<file path="config.mk">
export PLATFORM = sky130hd
export DESIGN_NAME = sacb_bank
export DESIGN_NICKNAME = d
export VERILOG_FILES = /design/src/shared/sacb_pkg.sv /design/src/core/sacb_bank.sv
export SDC_FILE = /design/constraint.sdc
export NUM_CORES = 1
export LEC_CHECK = 0
export BUFFER_PORTS_ARGS = -buffer_cell sky130_fd_sc_hd__buf_2
export CAP_MARGIN = 40
export CORE_ASPECT_RATIO = 1.25
export CORE_MARGIN = 2
export CORE_UTILIZATION = 45
export DETAILED_ROUTE_END_ITERATION = 7
export PLACE_DENSITY_LB_ADDON = 0.25
export SLEW_MARGIN = 10
export SYNTH_ARGS = -nofsm -noshare
export SYNTH_HDL_FRONTEND = slang
export SYNTH_SLANG_ARGS = --single-unit
export TNS_END_PERCENT = 50
</file>
<file path="constraint.sdc">
create_clock -name core_clk_i -period 21.8 [get_ports core_clk_i]
set_input_delay 1.09 -clock core_clk_i [delete_from_list [all_inputs] [get_ports core_clk_i]]
set_output_delay 1.09 -clock core_clk_i [all_outputs]
set_load 0.01 [all_outputs]
</file>
<file path="src/shared/sacb_pkg.sv">
// Package: register map, field layout, reset values and timing for the bank
package sacb_pkg;

  // ----------------------------------------------------------------------
  // Register indices (word addresses on the plain register port)
  // ----------------------------------------------------------------------
  localparam logic [3:0] ADDR_MON2     = 4'h0;
  localparam logic [3:0] ADDR_BRK_DLY  = 4'h1;
  localparam logic [3:0] ADDR_ZSP_RNG  = 4'h2;
  localparam logic [3:0] ADDR_LOG_CLR  = 4'h3;
  localparam logic [3:0] ADDR_ENC_OUT  = 4'h4;
  localparam logic [3:0] ADDR_STATION  = 4'h5;
  localparam logic [3:0] ADDR_COMM_SEL = 4'h6;
  localparam logic [3:0] ADDR_FUNC_C1  = 4'h7;
  localparam logic [3:0] ADDR_STATUS   = 4'h8;
  localparam logic [3:0] ADDR_IRQ_STAT = 4'h9;
  localparam logic [3:0] ADDR_IRQ_MASK = 4'hA;

  // ----------------------------------------------------------------------
  // Reset values
  // ----------------------------------------------------------------------
  localparam logic [15:0] RST_MON2     = 16'h0001;
  localparam logic [15:0] RST_BRK_DLY  = 16'h0064;
  localparam logic [15:0] RST_ZSP_RNG  = 16'h0032;
  localparam logic [15:0] RST_ZERO     = 16'h0000;

  // ----------------------------------------------------------------------
  // Ranges and field positions
  // ----------------------------------------------------------------------
  localparam logic [15:0] MAX_BRK_DLY  = 16'h03E8;  // 1000 ms
  localparam logic [15:0] MAX_ZSP_RNG  = 16'h2710;  // 10000 r/min
  localparam logic [15:0] ZSP_HYST     = 16'h0014;  // 20 r/min
  localparam logic [4:0]  MAX_STATION  = 5'h1F;
  localparam int          BIT_RESTART  = 0;
  localparam int          BIT_WIRE4    = 4;
  localparam int          BIT_LOG_CLR  = 0;

  // Interrupt bits
  localparam int IRQ_ALM_ONE = 0;
  localparam int IRQ_ALM_TWO = 1;
  localparam int IRQ_ZSP     = 2;
  localparam int IRQ_BASEOFF = 3;
  localparam int IRQ_W       = 4;

  // ----------------------------------------------------------------------
  // Timing
  // ----------------------------------------------------------------------
  localparam int CLK_HZ      = 40_000_000;
  localparam int MS_PER_SEC  = 1000;
  localparam int CYC_PER_MS  = CLK_HZ / MS_PER_SEC;

  // Brake sequence states, Gray along the path
  typedef enum logic [1:0] {
    BRK_RUN  = 2'b00,
    BRK_WAIT = 2'b01,
    BRK_OFF  = 2'b11
  } sacb_brk_t;

  // Serial frame header from the receiver
  typedef struct packed {
    logic       valid;
    logic [4:0] station;
  } sacb_frame_t;

endpackage : sacb_pkg

</file>
<file path="src/core/sacb_bank.sv">
// Servo auxiliary configuration bank with brake timer and zero-speed flag
//
// Chosen here: strobed register access and the placing of the registers.
`timescale 1ns/1ps
`default_nettype none
// Overview of operation
// - Second monitor uses first table, default 0001h
// - Brake delay before base off, 0-1000ms
// - Zero-speed range 0-10000, default 50
// - Zero-speed detection has 20 r/min hysteresis
// - Log clear valid erases history at power-on
// - Log clear field returns to zero after erase
// - Station id 0-31, answer only own frames
// - Comm select picks interface, default 0000h
// - Encoder pulse select sets direction, config
// - Cable field: 0 two-wire, 1 four-wire
// - Cable mismatch raises encoder alarm one/two
module sacb_bank
  import sacb_pkg::*;
#(
  parameter int MS_CYCLES = CYC_PER_MS
)(
  // Clock and reset
  input  wire logic        core_clk_i,
  input  wire logic        sys_rst_i,
  // Register port
  input  wire logic [3:0]  reg_addr_i,
  input  wire logic [15:0] reg_wdata_i,
  input  wire logic        reg_wr_i,
  input  wire logic        reg_rd_i,
  output logic      [15:0] reg_rdata_o,
  // Power-on and drive inputs (pins, synchronised here)
  input  wire logic        power_on_i,
  input  wire logic        servo_off_i,
  input  wire logic        cable_four_wire_i,
  input  wire logic        power_dip_i,
  input  wire logic [15:0] speed_mag_i,
  input  wire sacb_frame_t frame_i,
  // Outputs
  output logic [15:0]      second_monitor_output_o,
  output logic             brake_interlock_o,
  output logic             base_drive_off_o,
  output logic             zero_speed_flag_o,
  output logic             history_erase_o,
  output logic             encoder_alarm_one_o,
  output logic             encoder_alarm_two_o,
  output logic             auto_restart_o,
  output logic [15:0]      encoder_pulse_cfg_o,
  output logic [15:0]      comm_cfg_o,
  output logic             frame_accept_o,
  output logic             irq_o
);

  // ----------------------------------------------------------------------
  // Input synchronisers
  // ----------------------------------------------------------------------
  logic [3:0]  sync1;
  logic [3:0]  sync2;
  logic [15:0] spd1;
  logic [15:0] spd2;
  sacb_frame_t frm1;
  sacb_frame_t frm2;
  always_ff @(posedge core_clk_i or posedge sys_rst_i)
  begin
    if (sys_rst_i)
    begin
      sync1 <= 4'h0;
      sync2 <= 4'h0;
      spd1  <= 16'h0000;
      spd2  <= 16'h0000;
      frm1  <= '0;
      frm2  <= '0;
    end
    else
    begin
      sync1 <= {power_on_i, servo_off_i, cable_four_wire_i, power_dip_i};
      sync2 <= sync1;
      spd1  <= speed_mag_i;
      spd2  <= spd1;
      frm1  <= frame_i;
      frm2  <= frm1;
    end
  end
  logic pwr_s;
  logic soff_s;
  logic cable4_s;
  logic dip_s;
  assign pwr_s    = sync2[3];
  assign soff_s   = sync2[2];
  assign cable4_s = sync2[1];
  assign dip_s    = sync2[0];

  // ----------------------------------------------------------------------
  // Configuration registers
  // ----------------------------------------------------------------------
  logic [15:0] mon2;
  logic [15:0] brk_dly;
  logic [15:0] zsp_rng;
  logic [15:0] log_clr;
  logic [15:0] enc_out;
  logic [15:0] station;
  logic [15:0] comm_sel;
  logic [15:0] func_c1;
  logic [IRQ_W-1:0] irq_stat;
  logic [IRQ_W-1:0] irq_mask;
  logic        pwr_d;
  logic        pwr_rise;
  logic        erase_done;
  logic [IRQ_W-1:0] irq_evt;

  assign pwr_rise = pwr_s & ~pwr_d;

  always_ff @(posedge core_clk_i or posedge sys_rst_i)
  begin
    if (sys_rst_i)
    begin
      mon2     <= RST_MON2;
      brk_dly  <= RST_BRK_DLY;
      zsp_rng  <= RST_ZSP_RNG;
      enc_out  <= RST_ZERO;
      station  <= RST_ZERO;
      comm_sel <= RST_ZERO;
      func_c1  <= RST_ZERO;
      irq_mask <= '0;
    end
    else if (reg_wr_i)
    begin
      case (reg_addr_i)
        ADDR_MON2:     mon2 <= reg_wdata_i;
        ADDR_BRK_DLY:  brk_dly <= (reg_wdata_i > MAX_BRK_DLY) ?
                                  MAX_BRK_DLY : reg_wdata_i;
        ADDR_ZSP_RNG:  zsp_rng <= (reg_wdata_i > MAX_ZSP_RNG) ?
                                  MAX_ZSP_RNG : reg_wdata_i;
        ADDR_ENC_OUT:  enc_out <= reg_wdata_i;
        ADDR_STATION:  station <= {11'h000,
                                   reg_wdata_i[4:0] & MAX_STATION};
        ADDR_COMM_SEL: comm_sel <= reg_wdata_i;
        ADDR_FUNC_C1:  func_c1 <= reg_wdata_i;
        ADDR_IRQ_MASK: irq_mask <= reg_wdata_i[IRQ_W-1:0];
        default:       mon2 <= mon2;
      endcase
    end
  end

  // Log clear: software arms it, erase at power-on returns it to zero
  always_ff @(posedge core_clk_i or posedge sys_rst_i)
  begin
    if (sys_rst_i)
    begin
      log_clr    <= RST_ZERO;
      pwr_d      <= 1'b0;
      erase_done <= 1'b0;
    end
    else
    begin
      pwr_d      <= pwr_s;
      erase_done <= pwr_rise & log_clr[BIT_LOG_CLR];
      if (erase_done)
        log_clr <= RST_ZERO;
      else if (reg_wr_i && reg_addr_i == ADDR_LOG_CLR)
        log_clr <= {15'h0000, reg_wdata_i[BIT_LOG_CLR]};
    end
  end

  // ----------------------------------------------------------------------
  // Power-on latched settings
  // ----------------------------------------------------------------------
  // Changing these while running has no effect until the next power-on
  logic [15:0] enc_out_act;
  logic [15:0] comm_act;
  logic [4:0]  station_act;
  logic        wire4_act;
  logic        restart_act;
  always_ff @(posedge core_clk_i or posedge sys_rst_i)
  begin
    if (sys_rst_i)
    begin
      enc_out_act <= RST_ZERO;
      comm_act    <= RST_ZERO;
      station_act <= 5'h00;
      wire4_act   <= 1'b0;
      restart_act <= 1'b0;
    end
    else if (pwr_rise)
    begin
      enc_out_act <= enc_out;
      comm_act    <= comm_sel;
      station_act <= station[4:0];
      wire4_act   <= func_c1[BIT_WIRE4];
      restart_act <= func_c1[BIT_RESTART];
    end
  end

  // ----------------------------------------------------------------------
  // Brake sequence
  // ----------------------------------------------------------------------
  sacb_brk_t   brk_st;
  logic [15:0] ms_left;
  logic [31:0] ms_div;
  logic        ms_tick;
  assign ms_tick = (ms_div == 32'(MS_CYCLES - 1));
  always_ff @(posedge core_clk_i or posedge sys_rst_i)
  begin
    if (sys_rst_i)
      ms_div <= 32'h0000_0000;
    else if (brk_st != BRK_WAIT || ms_tick)
      ms_div <= 32'h0000_0000;
    else
      ms_div <= ms_div + 32'h0000_0001;
  end

  always_ff @(posedge core_clk_i or posedge sys_rst_i)
  begin
    if (sys_rst_i)
    begin
      brk_st  <= BRK_OFF;
      ms_left <= 16'h0000;
    end
    else
    begin
      case (brk_st)
        BRK_RUN:
          if (soff_s)
          begin
            brk_st  <= (brk_dly == 16'h0000) ? BRK_OFF : BRK_WAIT;
            ms_left <= brk_dly;
          end
        BRK_WAIT:
          if (!soff_s)
            brk_st <= BRK_RUN;
          else if (ms_tick)
          begin
            ms_left <= ms_left - 16'h0001;
            if (ms_left == 16'h0001)
              brk_st <= BRK_OFF;
          end
        BRK_OFF:
          if (!soff_s)
            brk_st <= BRK_RUN;
        default: brk_st <= BRK_OFF;
      endcase
    end
  end

  // ----------------------------------------------------------------------
  // Zero-speed detection
  // ----------------------------------------------------------------------
  logic [16:0] zsp_hi;
  logic        zsp_flag;
  assign zsp_hi = {1'b0, zsp_rng} + {1'b0, ZSP_HYST};
  always_ff @(posedge core_clk_i or posedge sys_rst_i)
  begin
    if (sys_rst_i)
      zsp_flag <= 1'b1;
    else if ({1'b0, spd2} > zsp_hi)
      zsp_flag <= 1'b0;
    else if (spd2 <= zsp_rng)
      zsp_flag <= 1'b1;
  end

  // ----------------------------------------------------------------------
  // Outputs, alarms and frame filter
  // ----------------------------------------------------------------------
  logic zsp_d;
  logic base_d;
  always_ff @(posedge core_clk_i or posedge sys_rst_i)
  begin
    if (sys_rst_i)
    begin
      second_monitor_output_o <= RST_MON2;
      brake_interlock_o       <= 1'b1;
      base_drive_off_o        <= 1'b1;
      zero_speed_flag_o       <= 1'b1;
      history_erase_o         <= 1'b0;
      encoder_alarm_one_o     <= 1'b0;
      encoder_alarm_two_o     <= 1'b0;
      auto_restart_o          <= 1'b0;
      encoder_pulse_cfg_o     <= RST_ZERO;
      comm_cfg_o              <= RST_ZERO;
      frame_accept_o          <= 1'b0;
      zsp_d                   <= 1'b1;
      base_d                  <= 1'b1;
    end
    else
    begin
      second_monitor_output_o <= mon2;
      brake_interlock_o       <= (brk_st != BRK_RUN);
      base_drive_off_o        <= (brk_st == BRK_OFF);
      zero_speed_flag_o       <= zsp_flag;
      history_erase_o         <= erase_done;
      encoder_alarm_one_o     <= wire4_act & ~cable4_s;
      encoder_alarm_two_o     <= ~wire4_act & cable4_s;
      auto_restart_o          <= restart_act & dip_s;
      encoder_pulse_cfg_o     <= enc_out_act;
      comm_cfg_o              <= comm_act;
      frame_accept_o          <= frm2.valid &&
                                 frm2.station == station_act;
      zsp_d                   <= zsp_flag;
      base_d                  <= (brk_st == BRK_OFF);
    end
  end

  // ----------------------------------------------------------------------
  // Interrupt status, write one to clear; set wins over clear
  // ----------------------------------------------------------------------
  assign irq_evt[IRQ_ALM_ONE] = wire4_act & ~cable4_s & ~encoder_alarm_one_o;
  assign irq_evt[IRQ_ALM_TWO] = ~wire4_act & cable4_s & ~encoder_alarm_two_o;
  assign irq_evt[IRQ_ZSP]     = zsp_flag & ~zsp_d;
  assign irq_evt[IRQ_BASEOFF] = (brk_st == BRK_OFF) & ~base_d;
  always_ff @(posedge core_clk_i or posedge sys_rst_i)
  begin
    if (sys_rst_i)
      irq_stat <= '0;
    else if (reg_wr_i && reg_addr_i == ADDR_IRQ_STAT)
      irq_stat <= (irq_stat & ~reg_wdata_i[IRQ_W-1:0]) | irq_evt;
    else
      irq_stat <= irq_stat | irq_evt;
  end
  always_ff @(posedge core_clk_i or posedge sys_rst_i)
  begin
    if (sys_rst_i)
      irq_o <= 1'b0;
    else
      irq_o <= |((irq_stat | irq_evt) & irq_mask);
  end

  // ----------------------------------------------------------------------
  // Read port, data one cycle after the strobe; unmapped reads as zero
  // ----------------------------------------------------------------------
  always_ff @(posedge core_clk_i or posedge sys_rst_i)
  begin
    if (sys_rst_i)
      reg_rdata_o <= 16'h0000;
    else if (reg_rd_i)
    begin
      case (reg_addr_i)
        ADDR_MON2:     reg_rdata_o <= mon2;
        ADDR_BRK_DLY:  reg_rdata_o <= brk_dly;
        ADDR_ZSP_RNG:  reg_rdata_o <= zsp_rng;
        ADDR_LOG_CLR:  reg_rdata_o <= log_clr;
        ADDR_ENC_OUT:  reg_rdata_o <= enc_out;
        ADDR_STATION:  reg_rdata_o <= station;
        ADDR_COMM_SEL: reg_rdata_o <= comm_sel;
        ADDR_FUNC_C1:  reg_rdata_o <= func_c1;
        ADDR_STATUS:   reg_rdata_o <= {10'h000, brk_st, zsp_flag,
                                       wire4_act, encoder_alarm_two_o,
                                       encoder_alarm_one_o};
        ADDR_IRQ_STAT: reg_rdata_o <= {12'h000, irq_stat};
        ADDR_IRQ_MASK: reg_rdata_o <= {12'h000, irq_mask};
        default:       reg_rdata_o <= 16'h0000;
      endcase
    end
    else
      reg_rdata_o <= 16'h0000;
  end
endmodule : sacb_bank
`default_nettype wire

</file>
==> summary.txt, run 1 <==
Placed design
  • Half-perimeter wire length after detailed placement: 21,500 um
  • Input/output buffers: 122
  • Area after DPL: 14,500 um^2
  • Gpl congestion: 0.867

STA
  • Final worst path period share: 12.7%
  • Clock period minus worst slack: 2760 ps
  • Post-route worst hold slack: 347 ps
  • Final Setup Violations: 0
  • RSZ-0062 raised after global routing: false
  • Max frequency: 362 MHz
  • Sum of negative setup slack: 0 ps
  • Relative slew margins: 22.3%
  • Largest clock skew in the final design: 11.7 ps
  • Slew @ Worst Pin: 1170 ps
  • Max Slew Vio Count: 0
  • Number of endpoints with negative hold slack in the final report: 0

Layout
  • Area growth syn-to-layout: 17.1%
  • Fillers: 2,593
  • Layout cell share with drive strength beyond 1: between 20 and 30%
  • Max reg flops: 32
  • Share of the core filled with cells: a little over half
  • Register with the most flip-flops: ms_div
  • Fin area: around 16,000 um^2
  • Post-layout net count: 1,303

Global route
  • Global-route met2 utilization: 33.3%
  • M3 GR Usage: under 10%
  • Total congestion overflow: 0
  • Number of global-route vias before repair: 8,895
  • Initial antenna violation count: 1
  • Pin count of the biggest net entering global routing: 194
  • Global-route usage over all layers: 20.4%
  • Met1 capacity usage during global routing: 27.9%
  • First-pass GRT wire length: just under 50,000 um
  • Most congested layer reported by global routing: met2

Logic synthesis
  • Number of different library cells in the post-synthesis netlist: 53
  • Yosys reg bits: 327
  • Ys Warns: 0
  • Number of enable flip-flop cells after synthesis: 0
  • Synth async-reset ratio: 100%
  • Post-synth net total: 1,171
  • Average cell area after synthesis: 12.3 um^2
  • Leading cell types by total area after synthesis: sky130_fd_sc_hd__dfrtp_1 (58%), sky130_fd_sc_hd__mux2_2 (9.3%), sky130_fd_sc_hd__ha_1 (3.2%), sky130_fd_sc_hd__dfstp_2 (2.7%), sky130_fd_sc_hd__nor2_1 (2.5%)
  • Total standard cell area after synthesis: 13,400 um^2
  • Dominant cell by count in the synthesized netlist: sky130_fd_sc_hd__dfrtp_1
  • Predominant post-synthesis flop cell: sky130_fd_sc_hd__dfrtp_1
  • Number of instances in the synthesized netlist: 1,087
  • Library cell with the largest summed area after synthesis: sky130_fd_sc_hd__dfrtp_1
  • Commonest cells in the netlist: sky130_fd_sc_hd__dfrtp_1 (313), sky130_fd_sc_hd__mux2_2 (111), sky130_fd_sc_hd__nor2_1 (89)
  • Seq/Total Area, Yosys: between 60% and 70%
  • Portion of synthesized cell area occupied by the leading cell type: 58.4%

Pwr
  • Total power after layout: 1.65 mW
  • Peak supply drop: around 0.000064 V
  • Power density cells: between 100 and 150 nW/um^2
  • P_leak: 6.99 nW

Clocking
  • Clock root buffer: sky130_fd_sc_hd__clkbuf_16
  • Cts-stage hold buffer count: 0
  • Maximum buffer depth of the clock tree: 3
  • TritonCTS clock tree: yes
  • Total number of H-tree levels: 2
  • Number of clock sinks seen by CTS: around 330
  • CTS buffer count: 34
  • Clock slew seen by the registers of the worst setup and hold paths: roughly 60 ps
  • CTS-repair resized insts: 0
  • Number of setup buffers added after CTS: 0
  • Worst skew pair latency: 510 ps

Route
  • Detailed-route DRC error count: 0
  • Antenna Violating Nets Remaining: 0
  • Mean routed wirelength per cell: ~19 um
  • Total wire length after detailed routing: 30,800 um
  • Routed vias/inst: between 5 and 6
  • TritonRoute pass-1 iters: 5
  • Vias: 8,919
  • Starting DRT DRC Count: 697

Outcome
  • Outcome: finished, final reports clean

Floorplan
  • Chip Width: 158 um
  • Overall die height: ~200 um
  • Initial standard-cell utilization of the core: 45.8%
  • Die Footprint: about 31,000 um^2
  • Core area: 29,300 um^2
  • Num rows: 70
  • I/O pin total: 123

Setup path
  • Startpoint kind of the worst setup timing path: input pin
  • Largest fanout on the critical path: roughly 190
  • Data arrival time of the critical path: 3310 ps
  • Worst setup EP type: async pin
  • Depth of the worst register-to-register path: 11
  • Required arrival time at the worst endpoint: 22,340 ps
  • WS Path Type: in -> async

Worst hold path
  • Worst min-delay path category: reg -> reg
  • Number of cells on the worst hold path: 0

Job
  • Maximum capacitance violations: 0
==> worst max-delay path: stages <==
cell,delay (ps)
sky130_fd_sc_hd__buf_2,130
sky130_fd_sc_hd__inv_8,360
sky130_fd_sc_hd__buf_12,620
sky130_fd_sc_hd__buf_4,780
==> final cells by class <==
| type | count | area [um^2] | share of cell area [%] |
|---|---|---|---|
| Clock buffer | 51 | 1030 | 6.55 |
| Multi-Input combinational cell | 691 | 4940 | 31.4 |
| Tap cell | 396 | 495 | 3.16 |
| Inverter | 28 | 113 | 0.717 |
| Timing Repair Buffer | 137 | 781 | 4.97 |
| Clock inverter | 7 | 139 | 0.885 |
| Antenna cell | 1 | 2.50 | 0.0159 |
| Sequential cell | 327 | 8200 | 52.2 |
==> where the power goes <==
part	leakage [nW]	switching [mW]	internal (mW)
Combinational	2.39	0.132	0.119
Sequential	4.04	0.0808	0.722
Clock	0.571	0.228	0.373
Total	6.99	0.441	1.21
==> cells by family after synthesis <==
group           after synthesis  share of synthesized area, %
xor+xnor                     45                          2.94
compound gates              199                          10.0
mux                         114                          9.55
fa+ha+maj                    34                          3.17
buf+inv                      69                          2.07
flops                       327                          61.2
simple gates                299                          11.1
==> routing by layer <==
layer  vias to the layer above  share of wire [%]
met5                         -                  0
met4                         0                2.9
met3                        62                4.2
met2                       228                 49
met1                      4448                 44
li1                       4181                  -
==> per-stage QoR <==
| step | std cells | worst slack [ps] |
|---|---|---|
| floorplan | 1087 | 11680 |
| global placement | 1571 | 17860 |
| detailed placement | 1579 | 18410 |
| CTS | 1637 | 18950 |
| global route | 1638 | 18660 |
| finish | 1638 | 19040 |
==> path summary, 6_finish.rpt <==
| kind | from | slack [ps] | endpoint |
|---|---|---|---|
| setup reg to reg | zsp_rng[2]$_DFFE_PP0P_ | 19230 | zsp_flag$_DFFE_PP1P_ |
| hold reg to reg | spd1[0]$_DFF_PP0_ | 350 | spd2[0]$_DFF_PP0_ |
| max in group core_clk_i | reg_addr_i[3] | 19120 | zsp_rng[6]$_DFFE_PP0P_ |
| min in group asynchronous | sys_rst_i | 640 | second_monitor_output_o[14]$_DFF_PP0_ |
| setup / recovery | sys_rst_i | 19040 | ms_left[12]$_DFFE_PP0P_ |
| hold / removal | spd1[0]$_DFF_PP0_ | 350 | spd2[0]$_DFF_PP0_ |
==> cells in the final DEF, fill, tap and decap left out, types with 6 or more instances in the layout <==
master	count
sky130_fd_sc_hd__nand3_1	32
sky130_fd_sc_hd__a22o_1	15
sky130_fd_sc_hd__o21ai_1	7
sky130_fd_sc_hd__nor2_1	89
sky130_fd_sc_hd__buf_2	122
sky130_fd_sc_hd__nor4_1	16
sky130_fd_sc_hd__nand2_1	47
sky130_fd_sc_hd__clkbuf_1	9
sky130_fd_sc_hd__and2_1	11
sky130_fd_sc_hd__buf_4	9
sky130_fd_sc_hd__a31oi_1	17
sky130_fd_sc_hd__o22a_1	9
sky130_fd_sc_hd__and3_1	11
sky130_fd_sc_hd__a22oi_1	40
sky130_fd_sc_hd__or3_1	6
sky130_fd_sc_hd__xnor2_1	28
sky130_fd_sc_hd__inv_1	27
sky130_fd_sc_hd__clkbuf_16	37
sky130_fd_sc_hd__ha_1	34
sky130_fd_sc_hd__o21ai_0	41
sky130_fd_sc_hd__a21o_1	8
sky130_fd_sc_hd__a21oi_1	33
sky130_fd_sc_hd__nand2b_1	7
sky130_fd_sc_hd__nor3_1	31
sky130_fd_sc_hd__or4_1	6
sky130_fd_sc_hd__xor2_1	17
sky130_fd_sc_hd__nand4_1	14
sky130_fd_sc_hd__mux2_2	111
sky130_fd_sc_hd__dfrtp_1	313
sky130_fd_sc_hd__dfstp_2	14
sky130_fd_sc_hd__nor2b_1	13
Note: power is estimated with default switching activity, not from simulation.
==> inputs of run 2 (changes only) <==
Clock period 21.8 ns to 2.2 ns, I/O delays scaled along.
==> run 2 against run 1 <==
The flow now finishes with violations (negative setup slack). Non-clock buffer count increased by 104. Critical path depth rose by 6. Setup slack lost 19000 ps. Cell count increased by 6.6%. Sequential power grew to 9.8 times the previous value. First-iteration DRC count is 8.2% lower. Sequential share of layout area decreased by 3.8 points. Final area grew 7.8%.
==> summary.txt, run 2 (synthesized netlist as in run 1, its figures left out) <==
STA
  • Number of endpoints with negative hold slack in the final report: 0 (unchanged)
  • Largest clock skew in the final design: 15.0 ps (+3.27 ps)
  • Clock period minus worst slack: 2220 ps
  • RSZ-0062 raised after global routing: true
  • Max frequency: 450 MHz
  • Sum of negative setup slack: -23.0 ps (-23.0 ps)
  • Final Setup Violations: 1 (+1)
  • Worst setup margin: -23.0 ps (-19,060 ps)
  • Max Slew Vio Count: 0 (unchanged)
  • Slew @ Worst Pin: 638 ps (-527 ps)
  • Relative slew margins: 57.1% (+35 points)
  • Final worst path period share: 101%

Layout
  • Highest-count cells in the layout ignoring fill and taps: sky130_fd_sc_hd__dfrtp_1 (313), sky130_fd_sc_hd__buf_2 (123), sky130_fd_sc_hd__mux2_2 (111)
  • Post-layout net count: 1,409 (+8.1%)
  • Share of the core filled with cells: 57.8% (+4.2 points)
  • Layout cell share with drive strength beyond 1: 30.5% (+4.7 points)
  • Max reg flops: 32 (unchanged)
  • Register with the most flip-flops: ms_div
  • Most frequent standard cell in the layout excluding fill and tap cells: sky130_fd_sc_hd__dfrtp_1
  • Area growth syn-to-layout: 26.3%
  • Final antenna diode count: 0 (-1)

Worst hold path
  • Hold path startpoint: reg_wdata_i[1]
  • Terminating pin of the worst hold path: zsp_rng[1]$_DFFE_PP1P_
  • Worst min-delay path category: in -> reg
  • Number of cells on the worst hold path: 3 (+3)

Clocking
  • Clock root buffer: sky130_fd_sc_hd__clkbuf_16
  • Worst skew pair latency: 520 ps (about the same)
  • CTS buffer count: 35 (+2.9%)
  • Maximum buffer depth of the clock tree: 3 (unchanged)
  • Number of clock sinks seen by CTS: 327 (unchanged)
  • TritonCTS clock tree: yes
  • Clock slew seen by the registers of the worst setup and hold paths: 60 ps (about the same)
  • Total number of H-tree levels: 2 (unchanged)

Global route
  • Global-route usage over all layers: 21.6% (+1.2 points)
  • Pin count of the biggest net entering global routing: 99 (-49%)
  • Number of global-route vias before repair: 9,630 (+8.3%)
  • Total congestion overflow: 0 (unchanged)
  • First-pass GRT wire length: 52,400 um (+6.2%)
  • Initial antenna violation count: 0 (-1)

Route
  • Vias: 9,411 (+5.5%)
  • Starting DRT DRC Count: 640 (-8.2%)
  • Detailed-route DRC error count: 0 (unchanged)
  • Mean routed wirelength per cell: 18.6 um (-0.97%)
  • TritonRoute pass-1 iters: 5 (unchanged)
  • Routed vias/inst: 5.39 (-1.0%)
  • Antenna Violating Nets Remaining: 0 (unchanged)
  • Total wire length after detailed routing: 32,500 um (+5.6%)

Floorplan
  • Overall die height: 197 um (unchanged)
  • I/O pin total: 123 (unchanged)
  • Num rows: 70 (unchanged)
  • Initial standard-cell utilization of the core: 45.8% (unchanged)
  • Chip Width: 158 um (unchanged)
  • Die Footprint: 31,200 um^2 (unchanged)
  • Core area: 29,300 um^2 (unchanged)

Pwr
  • Power density cells: 1040 nW/um^2 (+880%)
  • Peak supply drop: 0.000712 V (+1000%)
  • P_leak: 7.59 nW (+8.6%)
  • Total power after layout: 17.5 mW (+960%)

Placed design
  • Minimum setup slack after placement: -124 ps (-18,530 ps)
  • Gpl congestion: 0.865 (-0.30%)
  • Half-perimeter wire length after detailed placement: 22,300 um (+4.2%)
  • Input/output buffers: 122 (unchanged)

Setup path
  • Capture instance of the worst register-to-register path: zsp_flag$_DFFE_PP1P_
  • Required arrival time at the worst endpoint: 2630 ps (-19,710 ps)
  • Flop-to-flop setup slack: -20 ps (-19,250 ps)
  • FF-to-FF Start: zsp_rng[5]$_DFFE_PP1P_
  • Largest fanout on the critical path: 2 (-99%)
  • Data arrival time of the critical path: 2650 ps (-660 ps)
  • WS Path Type: reg -> reg
  • Depth of the worst register-to-register path: 10 (-1)
  • Worst setup EP type: register
  • Startpoint kind of the worst setup timing path: register

Outcome
  • Outcome: finished, violations left
  • Violated checks: negative setup slack

Job
  • Maximum capacitance violations: 0 (unchanged)
==> run 2: cell count changes in the layout (fill, tap and decap cells not counted), sizes merged <==
| cell | before | now |
|---|---|---|
| dlygate4sd3 | 0 | 43 |
| inv | 29 | 28 |
| clkdlybuf4s18 | 1 | 0 |
| a21o | 9 | 10 |
| bufinv | 4 | 10 |
| clkinv | 2 | 1 |
| diode | 1 | 0 |
| clkinvlp | 0 | 3 |
| buf | 136 | 198 |
| clkbuf | 51 | 48 |
==> run 2: report_power, final <==
| part | internal (mW) | switching, mW |
|---|---|---|
| logic | 1.35 | 1.43 |
| registers | 7.16 | 0.732 |
| clock network | 4.48 | 2.38 |
| total | 13.0 | 4.54 |
==> run 2: what timing repair did <==
item                                    CTS  global route
resized for setup                        12            11
endpoints found under the setup margin    4             9
hold buffers                             43             0
pin swaps                                 7             7
hold endpoints to repair                395             0
gates cloned                              1             0
buffers inserted                          0             2
==> run 2: worst max path at each step <==
stage,from,endpoint,slack [ps]
global route,zsp_rng[5]$_DFFE_PP1P_,zsp_flag$_DFFE_PP1P_,-210
detailed placement,zsp_rng[5]$_DFFE_PP1P_,zsp_flag$_DFFE_PP1P_,-120
global placement,zsp_rng[5]$_DFFE_PP1P_,zsp_flag$_DFFE_PP1P_,-80
floorplan,sys_rst_i,auto_restart_o$_DFF_PP0_,-2260
finish,zsp_rng[5]$_DFFE_PP1P_,zsp_flag$_DFFE_PP1P_,-20
CTS,zsp_rng[5]$_DFFE_PP1P_,zsp_flag$_DFFE_PP1P_,-30
==> run 2: through the flow <==
step / instances / hold WS, ps / area, um^2
floorplan: 1087 / 141 / 13400
global placement: 1638 / 217 / 15000
detailed placement: 1638 / 219 / 15000
CTS: 1744 / 61.3 / 16800
global route: 1746 / 89.3 / 16900
finish: 1746 / 81.9 / 16900
==> run 2: metal layers <==
metal	share of wire [%]	routed length, um	track usage, %	vias up
met5	0	0	0	-
met4	3.1	991	7.91	0
met3	4.2	1380	3.58	74
met2	49	16000	35.1	241
met1	44	14100	29.3	4711
li1	-	-	-	4385
==> run 2: critical path, stage by stage, from the launching register on <==
cell and delay (ps):
sky130_fd_sc_hd__dfstp_2 530, sky130_fd_sc_hd__nand3_2 80, sky130_fd_sc_hd__buf_4 140, sky130_fd_sc_hd__or3_4 360
sky130_fd_sc_hd__xnor2_1 130, sky130_fd_sc_hd__ha_1 320, sky130_fd_sc_hd__a21oi_1 140, sky130_fd_sc_hd__o22ai_1 90
sky130_fd_sc_hd__nor2_1 90, sky130_fd_sc_hd__o31ai_1 80, sky130_fd_sc_hd__a22oi_1 170
==> run 2: area by class of cell <==
cell class	instances	area (um^2)
clock inverters	14	329
flip-flops and latches	327	8200
repair buffers	241	1700
inverters	28	109
fillers	2478	12300
clock buffers	48	1040
multi-input cells	692	5050
well taps	396	495
